`src/logic/uart_bus_decode_defines.svh`:
```
// Function
// - strap high selects separate-strobe bus style
// - strap low selects single-strobe bus style
// - single-strobe: write pin becomes read/write direction
// - reset pin active low single-strobe, high otherwise
// - single-strobe ignores the read strobe pin
// - single-strobe: channel interrupts wired-OR, open source
// - three-bit index picks the channel register
// - channel bits pick channel while common select low
// - common select low enables all four channels
// - separate-strobe: channel bits become second, third selects
// - separate-strobe: own low select picks one channel
// - falling read strobe drives indexed register out
// - falling write strobe loads bus into indexed register
`ifndef UART_BUS_DECODE_DEFINES_SVH
`define UART_BUS_DECODE_DEFINES_SVH

`define CHAN_COUNT      4
`define INDEX_WIDTH     3
`define DATA_WIDTH      8
`define PIN_WIDTH       19

// packed pin vector positions
`define PIN_DATA_LSB    0
`define PIN_IDX_LSB     8
`define PIN_RD_N        11
`define PIN_WR_N        12
`define PIN_CS_A_N      13
`define PIN_CSEL_LSB    14
`define PIN_CS_D_N      16
`define PIN_RESET       17
`define PIN_STYLE       18

// synchroniser reset value: strobes and selects idle high, separate style
`define PIN_IDLE        19'h5f800

`define STYLE_SEPARATE  1'b1
`define STYLE_SINGLE    1'b0

`endif

```
`src/logic/uart_bus_decode_pkg.sv`:
```
package uart_bus_decode_pkg;

    typedef enum logic {
        SINGLE_STROBE,
        SEPARATE_STROBE
    } bus_style_type;

    typedef enum logic [1:0] {
        ACC_IDLE,
        ACC_READ_FETCH,
        ACC_READ_DRIVE,
        ACC_WRITE_HOLD
    } access_state_type;

    typedef logic [3:0] chan_sel_type;

endpackage

```
`src/logic/pin_sync_if.sv`:
```
`timescale 1ns/100ps
interface pin_sync_if;
    logic       style;
    logic       reset_pin;
    logic       cs_d_n;
    logic [1:0] csel;
    logic       cs_a_n;
    logic       wr_n;
    logic       rd_n;
    logic [2:0] idx;
    logic [7:0] data;

    modport src (
        output style, reset_pin, cs_d_n, csel, cs_a_n, wr_n, rd_n, idx, data
    );
    modport dst (
        input  style, reset_pin, cs_d_n, csel, cs_a_n, wr_n, rd_n, idx, data
    );
endinterface

```
`src/logic/pin_sync.sv`:
```
`timescale 1ns/100ps
`include "uart_bus_decode_defines.svh"
module pin_sync (
    // clock and reset
    input  wire logic                    ref_clk_i,
    input  wire logic                    rst_n_i,
    // raw pins
    input  wire logic [`PIN_WIDTH-1:0]   pins_i,
    // synchronised pins
    pin_sync_if.src                      link
);
    logic [`PIN_WIDTH-1:0] stage1;
    logic [`PIN_WIDTH-1:0] stage2;

    // stage1 feeds stage2 only; everything downstream reads stage2
    always_ff @(posedge ref_clk_i) begin
        if (!rst_n_i) begin
            stage1 <= `PIN_IDLE;
            stage2 <= `PIN_IDLE;
        end else begin
            stage1 <= pins_i;
            stage2 <= stage1;
        end
    end

    assign link.data      = stage2[`PIN_DATA_LSB +: 8];
    assign link.idx       = stage2[`PIN_IDX_LSB +: 3];
    assign link.rd_n      = stage2[`PIN_RD_N];
    assign link.wr_n      = stage2[`PIN_WR_N];
    assign link.cs_a_n    = stage2[`PIN_CS_A_N];
    assign link.csel      = stage2[`PIN_CSEL_LSB +: 2];
    assign link.cs_d_n    = stage2[`PIN_CS_D_N];
    assign link.reset_pin = stage2[`PIN_RESET];
    assign link.style     = stage2[`PIN_STYLE];
endmodule // pin_sync

```
`src/logic/quad_uart_host_bus_decode.sv`:
```
`timescale 1ns/100ps
`include "uart_bus_decode_defines.svh"
module quad_uart_host_bus_decode (
    // clock and reset
    input  wire logic                                ref_clk_i,
    input  wire logic                                rst_n_i,
    // host bus pins
    input  wire logic                                bus_style_i,
    input  wire logic                                reset_pin_i,
    input  wire logic                                cs_a_n_i,
    input  wire logic [1:0]                          channel_select_bits_i,
    input  wire logic                                cs_d_n_i,
    input  wire logic [2:0]                          register_index_i,
    input  wire logic                                read_strobe_n_i,
    input  wire logic                                write_strobe_n_i,
    input  wire logic [7:0]                          data_i,
    output logic      [7:0]                          data_o,
    output logic                                     data_oe_o,
    // interrupt pins
    output logic      [3:0]                          chan_irq_o,
    output logic      [3:0]                          chan_irq_oe_o,
    output logic                                     irq_o,
    output logic                                     irq_oe_o,
    // uart channel side
    output uart_bus_decode_pkg::chan_sel_type        core_sel_o,
    output logic      [2:0]                          core_index_o,
    output logic      [7:0]                          core_wdata_o,
    output logic                                     core_wr_o,
    output logic                                     core_rd_o,
    input  wire logic [7:0]                          core_rdata_i,
    input  wire logic [3:0]                          core_int_i,
    output logic                                     core_reset_o,
    output uart_bus_decode_pkg::bus_style_type       style_o
);
    import uart_bus_decode_pkg::*;

    pin_sync_if link ();

    pin_sync u_pin_sync (
        .ref_clk_i (ref_clk_i),
        .rst_n_i   (rst_n_i),
        .pins_i    ({bus_style_i, reset_pin_i, cs_d_n_i, channel_select_bits_i,
                     cs_a_n_i, write_strobe_n_i, read_strobe_n_i,
                     register_index_i, data_i}),
        .link      (link)
    );

    // one-hot check, used for the separate style only
    function automatic logic is_onehot(input logic [3:0] v);
        return (v != 4'h0) && ((v & (v - 4'h1)) == 4'h0);
    endfunction

    function automatic chan_sel_type chan_decode(input logic [1:0] n);
        return chan_sel_type'(4'h1 << n);
    endfunction

    access_state_type state;
    access_state_type next_state;
    logic             access_prev;

    wire        sep        = (link.style == `STYLE_SEPARATE);
    // separate style: csel bits are the second and third channel selects
    wire  [3:0] sel_sep    = {~link.cs_d_n, ~link.csel[1], ~link.csel[0],
                              ~link.cs_a_n};
    // two selects low at once is a host fault; treated as no selection
    wire  [3:0] sel_sep_ok = is_onehot(sel_sep) ? sel_sep : 4'h0;
    wire  [3:0] sel_single = link.cs_a_n ? 4'h0 : chan_decode(link.csel);
    wire  [3:0] sel_now    = sep ? sel_sep_ok : sel_single;
    wire        any_sel    = (sel_now != 4'h0);

    // single style: the common select is the data strobe, direction from wr pin
    wire        access_now = sep ? (~link.rd_n | ~link.wr_n) : ~link.cs_a_n;
    wire        access_new = access_now & ~access_prev;
    wire        dir_read   = sep ? (~link.rd_n & link.wr_n) : link.wr_n;
    wire        dir_write  = sep ? (~link.wr_n & link.rd_n) : ~link.wr_n;
    wire        read_ev    = access_new & any_sel & dir_read;
    wire        write_ev   = access_new & any_sel & dir_write;
    wire        hold       = access_now & any_sel;

    wire        any_int    = |core_int_i;
    wire        next_reset = sep ? link.reset_pin : ~link.reset_pin;

    always_comb begin
        next_state = state;
        case (state)
            ACC_IDLE: begin
                if (read_ev) begin
                    next_state = ACC_READ_FETCH;
                end else if (write_ev) begin
                    next_state = ACC_WRITE_HOLD;
                end
            end
            ACC_READ_FETCH: begin
                next_state = hold ? ACC_READ_DRIVE : ACC_IDLE;
            end
            ACC_READ_DRIVE: begin
                next_state = hold ? ACC_READ_DRIVE : ACC_IDLE;
            end
            ACC_WRITE_HOLD: begin
                next_state = hold ? ACC_WRITE_HOLD : ACC_IDLE;
            end
            default: begin
                next_state = ACC_IDLE;
            end
        endcase
    end

    wire start_read  = (state == ACC_IDLE) && read_ev;
    wire start_write = (state == ACC_IDLE) && write_ev;

    always_ff @(posedge ref_clk_i) begin
        if (!rst_n_i) begin
            state       <= ACC_IDLE;
            access_prev <= 1'b0;
        end else begin
            state       <= next_state;
            access_prev <= access_now;
        end
    end

    // access address and strobes toward the channels
    always_ff @(posedge ref_clk_i) begin
        if (!rst_n_i) begin
            core_sel_o   <= 4'h0;
            core_index_o <= 3'h0;
            core_wdata_o <= 8'h00;
            core_wr_o    <= 1'b0;
            core_rd_o    <= 1'b0;
        end else begin
            core_wr_o <= start_write;
            core_rd_o <= start_read;
            if (start_read || start_write) begin
                core_sel_o   <= sel_now;
                core_index_o <= link.idx;
            end
            if (start_write) begin
                core_wdata_o <= link.data;
            end
        end
    end

    // read data is taken one cycle after the fetch strobe and held
    always_ff @(posedge ref_clk_i) begin
        if (!rst_n_i) begin
            data_o    <= 8'h00;
            data_oe_o <= 1'b0;
        end else begin
            data_oe_o <= (next_state == ACC_READ_DRIVE);
            if (state == ACC_READ_FETCH) begin
                data_o <= core_rdata_i;
            end
        end
    end

    // interrupt pins follow the style; open source drives only the high level
    always_ff @(posedge ref_clk_i) begin
        if (!rst_n_i) begin
            chan_irq_o    <= 4'h0;
            chan_irq_oe_o <= 4'h0;
            irq_o         <= 1'b0;
            irq_oe_o      <= 1'b0;
            core_reset_o  <= 1'b1;
            style_o       <= SEPARATE_STROBE;
        end else begin
            chan_irq_o    <= sep ? core_int_i : 4'h0;
            chan_irq_oe_o <= sep ? 4'hf : 4'h0;
            irq_o         <= ~sep & any_int;
            irq_oe_o      <= ~sep & any_int;
            core_reset_o  <= next_reset;
            style_o       <= sep ? SEPARATE_STROBE : SINGLE_STROBE;
        end
    end
endmodule // quad_uart_host_bus_decode

```
`config.mk`:
```
export PLATFORM = sky130hd
export DESIGN_NAME = quad_uart_host_bus_decode
export DESIGN_NICKNAME = d
export VERILOG_FILES = /design/src/logic/uart_bus_decode_pkg.sv /design/src/logic/pin_sync_if.sv /design/src/logic/pin_sync.sv /design/src/logic/quad_uart_host_bus_decode.sv
export VERILOG_INCLUDE_DIRS = /design/src /design/src/logic
export SDC_FILE = /design/constraint.sdc
export NUM_CORES = 1
export LEC_CHECK = 0
export BUFFER_PORTS_ARGS = -buffer_cell sky130_fd_sc_hd__buf_2
export CORE_MARGIN = 2
export CORE_UTILIZATION = 37
export DETAILED_ROUTE_END_ITERATION = 10
export GPL_TIMING_DRIVEN = 0
export PLACE_DENSITY = 0.66
export SLEW_MARGIN = 20
export SYNTH_ARGS = -nofsm -noshare
export SYNTH_HDL_FRONTEND = slang
export SYNTH_HIERARCHICAL = 1
export SYNTH_SLANG_ARGS = --single-unit
```
`constraint.sdc`:
```
create_clock -name ref_clk_i -period 4.83 [get_ports ref_clk_i]
set_input_delay 0.966 -clock ref_clk_i [delete_from_list [all_inputs] [get_ports ref_clk_i]]
set_output_delay 0.966 -clock ref_clk_i [all_outputs]
set_load 0.005 [all_outputs]
```
# Word level (Yosys, flattened, before mapping)
# Cells that the tools add are included.
# Widths: inputs -> output; s select.
[classes] n_eq_ne=4 mul=0 magnitude_cmp=0 shift=1 n_div=0 bitwise_logic=19 n_addsub=1 n_mux=14 n_reduce_logical=11
[op_table] operator="$mux 4" count=4
[op_table] operator="$not 1->1" count=9
[op_table] operator="$and 1x1->1" count=8
[op_table] operator="$mux 2" count=4
[op_table] operator="$reduce_bool 4->1" count=2
[op_table] operator="$eq 2x2->1 const B" count=3
[op_table] operator="$pmux 2 s3" count=1
[op_table] operator="$mux 1" count=5
[op_table] operator="$and 4x4->4" count=1
[op_table] operator="$logic_not 4->1" count=1
[op_table] operator="$reduce_or 4->1" count=1
[op_table] operator="$shl 1x2->4 const A" count=1
[op_table] operator="$sub 4x1->4 const B" count=1
[op_table] operator="$logic_and 1x1->1" count=3
[op_table] operator="$eq 2x1->1 const B" count=1
[op_table] operator="$logic_not 2->1" count=1
[op_table] operator="$reduce_and 2->1" count=1
[op_table] operator="$reduce_or 2->1" count=1
[op_table] operator="$logic_or 1x1->1" count=1
[op_table] operator="$or 1x1->1" count=1
[totals] n_memories=0 regBits=78 mem_bits_rw=0 latchBits=0 romBits=0 output_inout_bits=38

# Logic depth before layout (Yosys ltp)
[logic_depth] ltp_word=14 depth_mapped=7

# By module
# The synthesis kept the hierarchy.
[modules_own_cells] mod="quad_uart_host_bus_decode" seq_area_each_um2=740.7 cells_each=154 area_each_um2=1600.3 instances=1
[modules_own_cells] mod="pin_sync" seq_area_each_um2=760.7 cells_each=80 area_each_um2=1033.5 instances=1

# Least setup slack after synthesis
# OpenSTA, ideal clock, no wires.
[synth_path] kind="flip-flop to flip-flop" from="reg u_pin_sync.stage2[15]" to="reg data_oe_o" setup_ps=122 synth_period_minus_slack_ps=1889 path_stages_with_launch=8 slack_ps=2941 arrival_ps=1767 cell_sequence="dfxtp_1 > buf_4 > xnor2_1 > a21o_1 > o311ai_4 > or4b_1 > o2111ai_1 > nor2_1"
[synth_via] elab_chain_len=14
[synth_lines] item="start, declared" line_no="pin_sync.sv:13" text="logic [`PIN_WIDTH-1:0] stage2;"
[synth_lines] item="start signal, assigned" line_no="pin_sync.sv:19" text="stage2 <= `PIN_IDLE;"
[synth_lines] item="start signal, assigned" line_no="pin_sync.sv:22" text="stage2 <= stage1;"
[synth_lines] item="$not 1->1" line_no="quad_uart_host_bus_decode.sv:63" text="wire [3:0] sel_sep = {~link.cs_d_n, ~link.csel[1], ~link.csel[0],"
[synth_lines] item="$sub 4x1->4" line_no="quad_uart_host_bus_decode.sv:50" text="return (v != 4'h0) && ((v & (v - 4'h1)) == 4'h0);"
[synth_lines] item="$and 4x4->4" line_no="quad_uart_host_bus_decode.sv:50"
[synth_lines] item="$logic_not 4->1" line_no="quad_uart_host_bus_decode.sv:50"
[synth_lines] item="$logic_and 1x1->1" line_no="quad_uart_host_bus_decode.sv:50"
[synth_lines] item="$mux 4" line_no="quad_uart_host_bus_decode.sv:66" text="wire [3:0] sel_sep_ok = is_onehot(sel_sep) ? sel_sep : 4'h0;"
[synth_lines] item="$mux 4 (*)" line_no="quad_uart_host_bus_decode.sv:68" text="wire [3:0] sel_now = sep ? sel_sep_ok : sel_single;"
[synth_lines] item="$reduce_bool 4->1 (*)" line_no="quad_uart_host_bus_decode.sv:69" text="wire any_sel = (sel_now != 4'h0);"
[synth_lines] item="$and 1x1->1" line_no="quad_uart_host_bus_decode.sv:76, quad_uart_host_bus_decode.sv:77"
[synth_lines] item="$and 1x1->1" line_no="quad_uart_host_bus_decode.sv:77" text="wire write_ev = access_new & any_sel & dir_write;"
[synth_lines] item="$mux 2" line_no="quad_uart_host_bus_decode.sv:89" text="end else if (write_ev) begin"
[synth_lines] item="$mux 2" line_no="quad_uart_host_bus_decode.sv:87" text="if (read_ev) begin"
[synth_lines] item="$pmux 2 s3 (*)" line_no="quad_uart_host_bus_decode.sv:85" text="case (state)"
[synth_lines] item="$eq 2x2->1 (*)" line_no="quad_uart_host_bus_decode.sv:148" text="data_oe_o <= (next_state == ACC_READ_DRIVE);"
[synth_lines] item="end signal, assigned" line_no="quad_uart_host_bus_decode.sv:148"
[synth_lines] item="end, declared" line_no="quad_uart_host_bus_decode.sv:18" text="output logic data_oe_o,"
# Every way passes the cells marked *; elsewhere a longest branch is shown, timed or not.
# A chain may end at the register's enable or synchronous reset.

# Final worst setup path
# Ends and elaborated chain as after synthesis.

==> results.sh <==
export IMPL_critPathCaptureType="flop"
export IMPL_gr_total_overflow=0
export IMPL_p_clk_share_pct=35.7
export IMPL_synth_seq_cells=75
export IMPL_cp_top_family="compound AO/OA/AOI/OAI gates"
export IMPL_dr_wl_met2_um=2020
export IMPL_drt_pre_antenna_iters=4
export IMPL_multiInputGateArea_um2=1010
export IMPL_final_instance_count_excl_fill=416
export IMPL_synthArstFlopShare_pct=0
export IMPL_dr_max_layer_used="met4"
export IMPL_synthDominantCellAreaShare_pct=57.0
export IMPL_antennaDiodeCount=0
export IMPL_clockBufferDepth=2
export IMPL_synth_area_leaders="dfxtp_1 57%, mux2i_1 8.4%, and2_1 6.4%, nor2b_1 5.2%, nand2b_1 4.3%"
export IMPL_maxCapViolCount=0
export IMPL_fmax_mhz=486
export IMPL_worst_pin_slew_ns=0.566
export IMPL_path_clk_slew_ns=0.08
export IMPL_hp_class="flop to flop"
export IMPL_crit_slowest_cell="or4b_1"
export IMPL_setup_viol=0
export IMPL_pwr_share_comb_pct=14.9
export IMPL_drive_gt1_share_pct=31.3
export IMPL_die_area_um2=7810
export IMPL_crit_path_start_kind="flop"
export IMPL_yosys_area_top_type="dfxtp_1"
export IMPL_cts_setup_buffers=0
export IMPL_post_place_cells=400
export IMPL_p_leak_nw=1.56
export IMPL_internal_power_mw=1.02
export IMPL_crit_arrival_ns=2.28
export IMPL_grt_max_degree=15
export IMPL_num_fill_cells=676
export IMPL_crit_path_max_fanout=8
export IMPL_layout_nets=352
export IMPL_cts_resized=0
export IMPL_die_h_um=88.4
export IMPL_fp_row_count=30
export IMPL_wl_per_cell_um=10.8
export IMPL_wirelength_um=4480
export IMPL_gr_usage_all_layers_pct=12.2
export IMPL_htree_levels=3
export IMPL_drc=0
export IMPL_clock_latency_ns=0.34
export IMPL_grt_pass1_wl_um=7100
export IMPL_relSlewSlack_pct=62.3
export IMPL_slew_violations=0
export IMPL_clock_root_buffer="clkbuf_8"
export IMPL_yosysWarnings=6
export IMPL_hpwl_um=3290
export IMPL_boundaryPins=71
export IMPL_antenna_found_initial=0
export IMPL_vias_per_cell=4.21
export IMPL_dr_wl_met3_um=273
export IMPL_critPathRequiredTime_ns=5.05
export IMPL_initial_core_util_pct=38.6
export IMPL_wl_met1_um=2070
export IMPL_skew_ns=0.00517
export IMPL_timing_final_crit_share_pct=42.6
export IMPL_finalWeightedCongestion=0.836
export IMPL_p_sw_share_pct=25.9
export IMPL_yosysSeqAreaShare_pct=57.0
export IMPL_seqPwrFrac_pct=49.4
export IMPL_netlist_instances=234
export IMPL_cts_sinks=75
export IMPL_ant_nets=0
export IMPL_avgSynthCellArea_um2=11.3
export IMPL_core_area_um2=6830
export IMPL_syn_area_um2=2630
export IMPL_cts_buffers=9
export IMPL_grt_pass1_vias=1540
export IMPL_fin_tns_setup_ns=0
export IMPL_vias=1753
export IMPL_syn_to_final_growth_pct=25.8
export IMPL_rsz0062_at_grt="false"
export IMPL_synth_flop_cell="dfxtp_1"
export IMPL_hold_viol=0
export IMPL_power_density_nw_per_um2=415
export IMPL_p_sw_mw=0.356
export IMPL_slowest_delay_ns=0.48
export IMPL_dieWidth_um=88.4
export IMPL_synth_nets=271
export IMPL_period_needed_ns=2.06
export IMPL_cp_cell_sequence="buf_4 > xnor2_1 > a21o_1 > o311ai_4 > or4b_1 > o2111ai_1 > nor2_1"
export IMPL_ys_types=37
export IMPL_vdd_ir_drop_max_v=0.000152
export IMPL_postCtsHoldBufs=0
export IMPL_cp_num_buf_inv=1
export IMPL_crit_type="flop to flop"
export IMPL_synth_edf_count=0
export IMPL_io_buffers=70
export IMPL_status="finished clean"
export IMPL_seqCellArea_um2=1500
export IMPL_cts_tree="yes"
export IMPL_drt_iter0_drc=40
## routing by layer
layer  global-route usage [%]  vias up
met3                     4.10       10
met2                     18.7       51
met5                        0        -
met4                     7.44        0
li1                         -      925
met1                     15.0      767
## stage by stage
stage / worst slack (ns) / power [mW] / instance area (um2) / hold WS, ns / utilization (%)
2_1_floorplan: 2.94 / 0.839 / 2630 / 0.386 / -
3_3_place_gp: 2.83 / 0.894 / 3100 / 0.389 / 45.4
3_5_place_dp: 2.81 / 0.901 / 3100 / 0.391 / 45.4
4_1_cts: 2.77 / 1.40 / 3310 / 0.406 / 48.5
5_1_grt: 2.63 / 1.45 / 3310 / 0.421 / 48.5
6_report: 2.77 / 1.37 / 3310 / 0.407 / 48.5
## path summary, 6_finish.rpt
check,depth (start not counted),slack (ns),startpoint,endpoint
max,7,2.77,u_pin_sync/stage2[15],data_oe_o
min,1,0.41,u_pin_sync/stage1[18],u_pin_sync/stage2[18]
max reg2reg,7,2.77,u_pin_sync/stage2[15],data_oe_o
min reg2reg,1,0.41,u_pin_sync/stage1[18],u_pin_sync/stage2[18]
## sequential cells by signal (all words and copies together), names as in the netlist, 2 cells and up
signal and flops:
core_sel_o 4, chan_irq_o 4, core_index_o 3, u_pin_sync/stage1 19
u_pin_sync/stage2 19, core_wdata_o 8, data_o 8, state 2
## Yosys cell counts, types with 3 or more instances
library cell,n
nand2_1,5
ha_1,4
mux2i_1,22
and3_1,5
and2_1,27
inv_1,6
nor2_1,4
nor2b_1,22
clkbuf_1,5
buf_4,6
nand3_1,3
nand2b_1,18
dfxtp_1,75
a21oi_1,3
## logic make-up after synthesis
| family | after synthesis | synth area share, % |
|---|---|---|
| XOR/XNOR | 2 | 0.665 |
| AO/OA/AOI/OAI | 17 | 5.18 |
| adder cells (fa/ha/maj) | 4 | 1.90 |
| buffers and inverters | 21 | 4.51 |
| flip-flops | 75 | 57.0 |
| multiplexers | 22 | 8.36 |
| AND/OR/NAND/NOR | 93 | 22.4 |
## power groups by stage
stage,Combinational (mW),Clock (mW),Sequential (mW)
6_report,0.205,0.491,0.678
2_1_floorplan,0.147,0,0.692
3_5_place_dp,0.208,0,0.694
3_3_place_gp,0.203,0,0.692
5_1_grt,0.234,0.535,0.683
4_1_cts,0.209,0.508,0.679
## layout by cell type (no fill, tap or decap), types with 3 or more instances in the layout
master,netlist,layout
clkbuf_1,5,5
a21oi_1,3,3
buf_2,1,71
nor2b_1,22,22
and3_1,5,5
nand2b_1,18,18
dfxtp_1,75,75
ha_1,4,4
inv_1,6,6
nor2_1,4,4
and2_1,27,27
nand2_1,5,5
clkbuf_8,0,10
buf_4,6,6
nand3_1,3,3
mux2i_1,22,22
## area by class of cell
type	count	share of cell area (%)
buffer	15	2.91
clock buffer	10	4.15
clock inverter	6	2.15
inverter	6	0.680
multi-input combinational	138	30.6
sequential	75	45.3
tap	96	3.63
timing repair buffer	70	10.6
(Power assumes the default switching activity.)
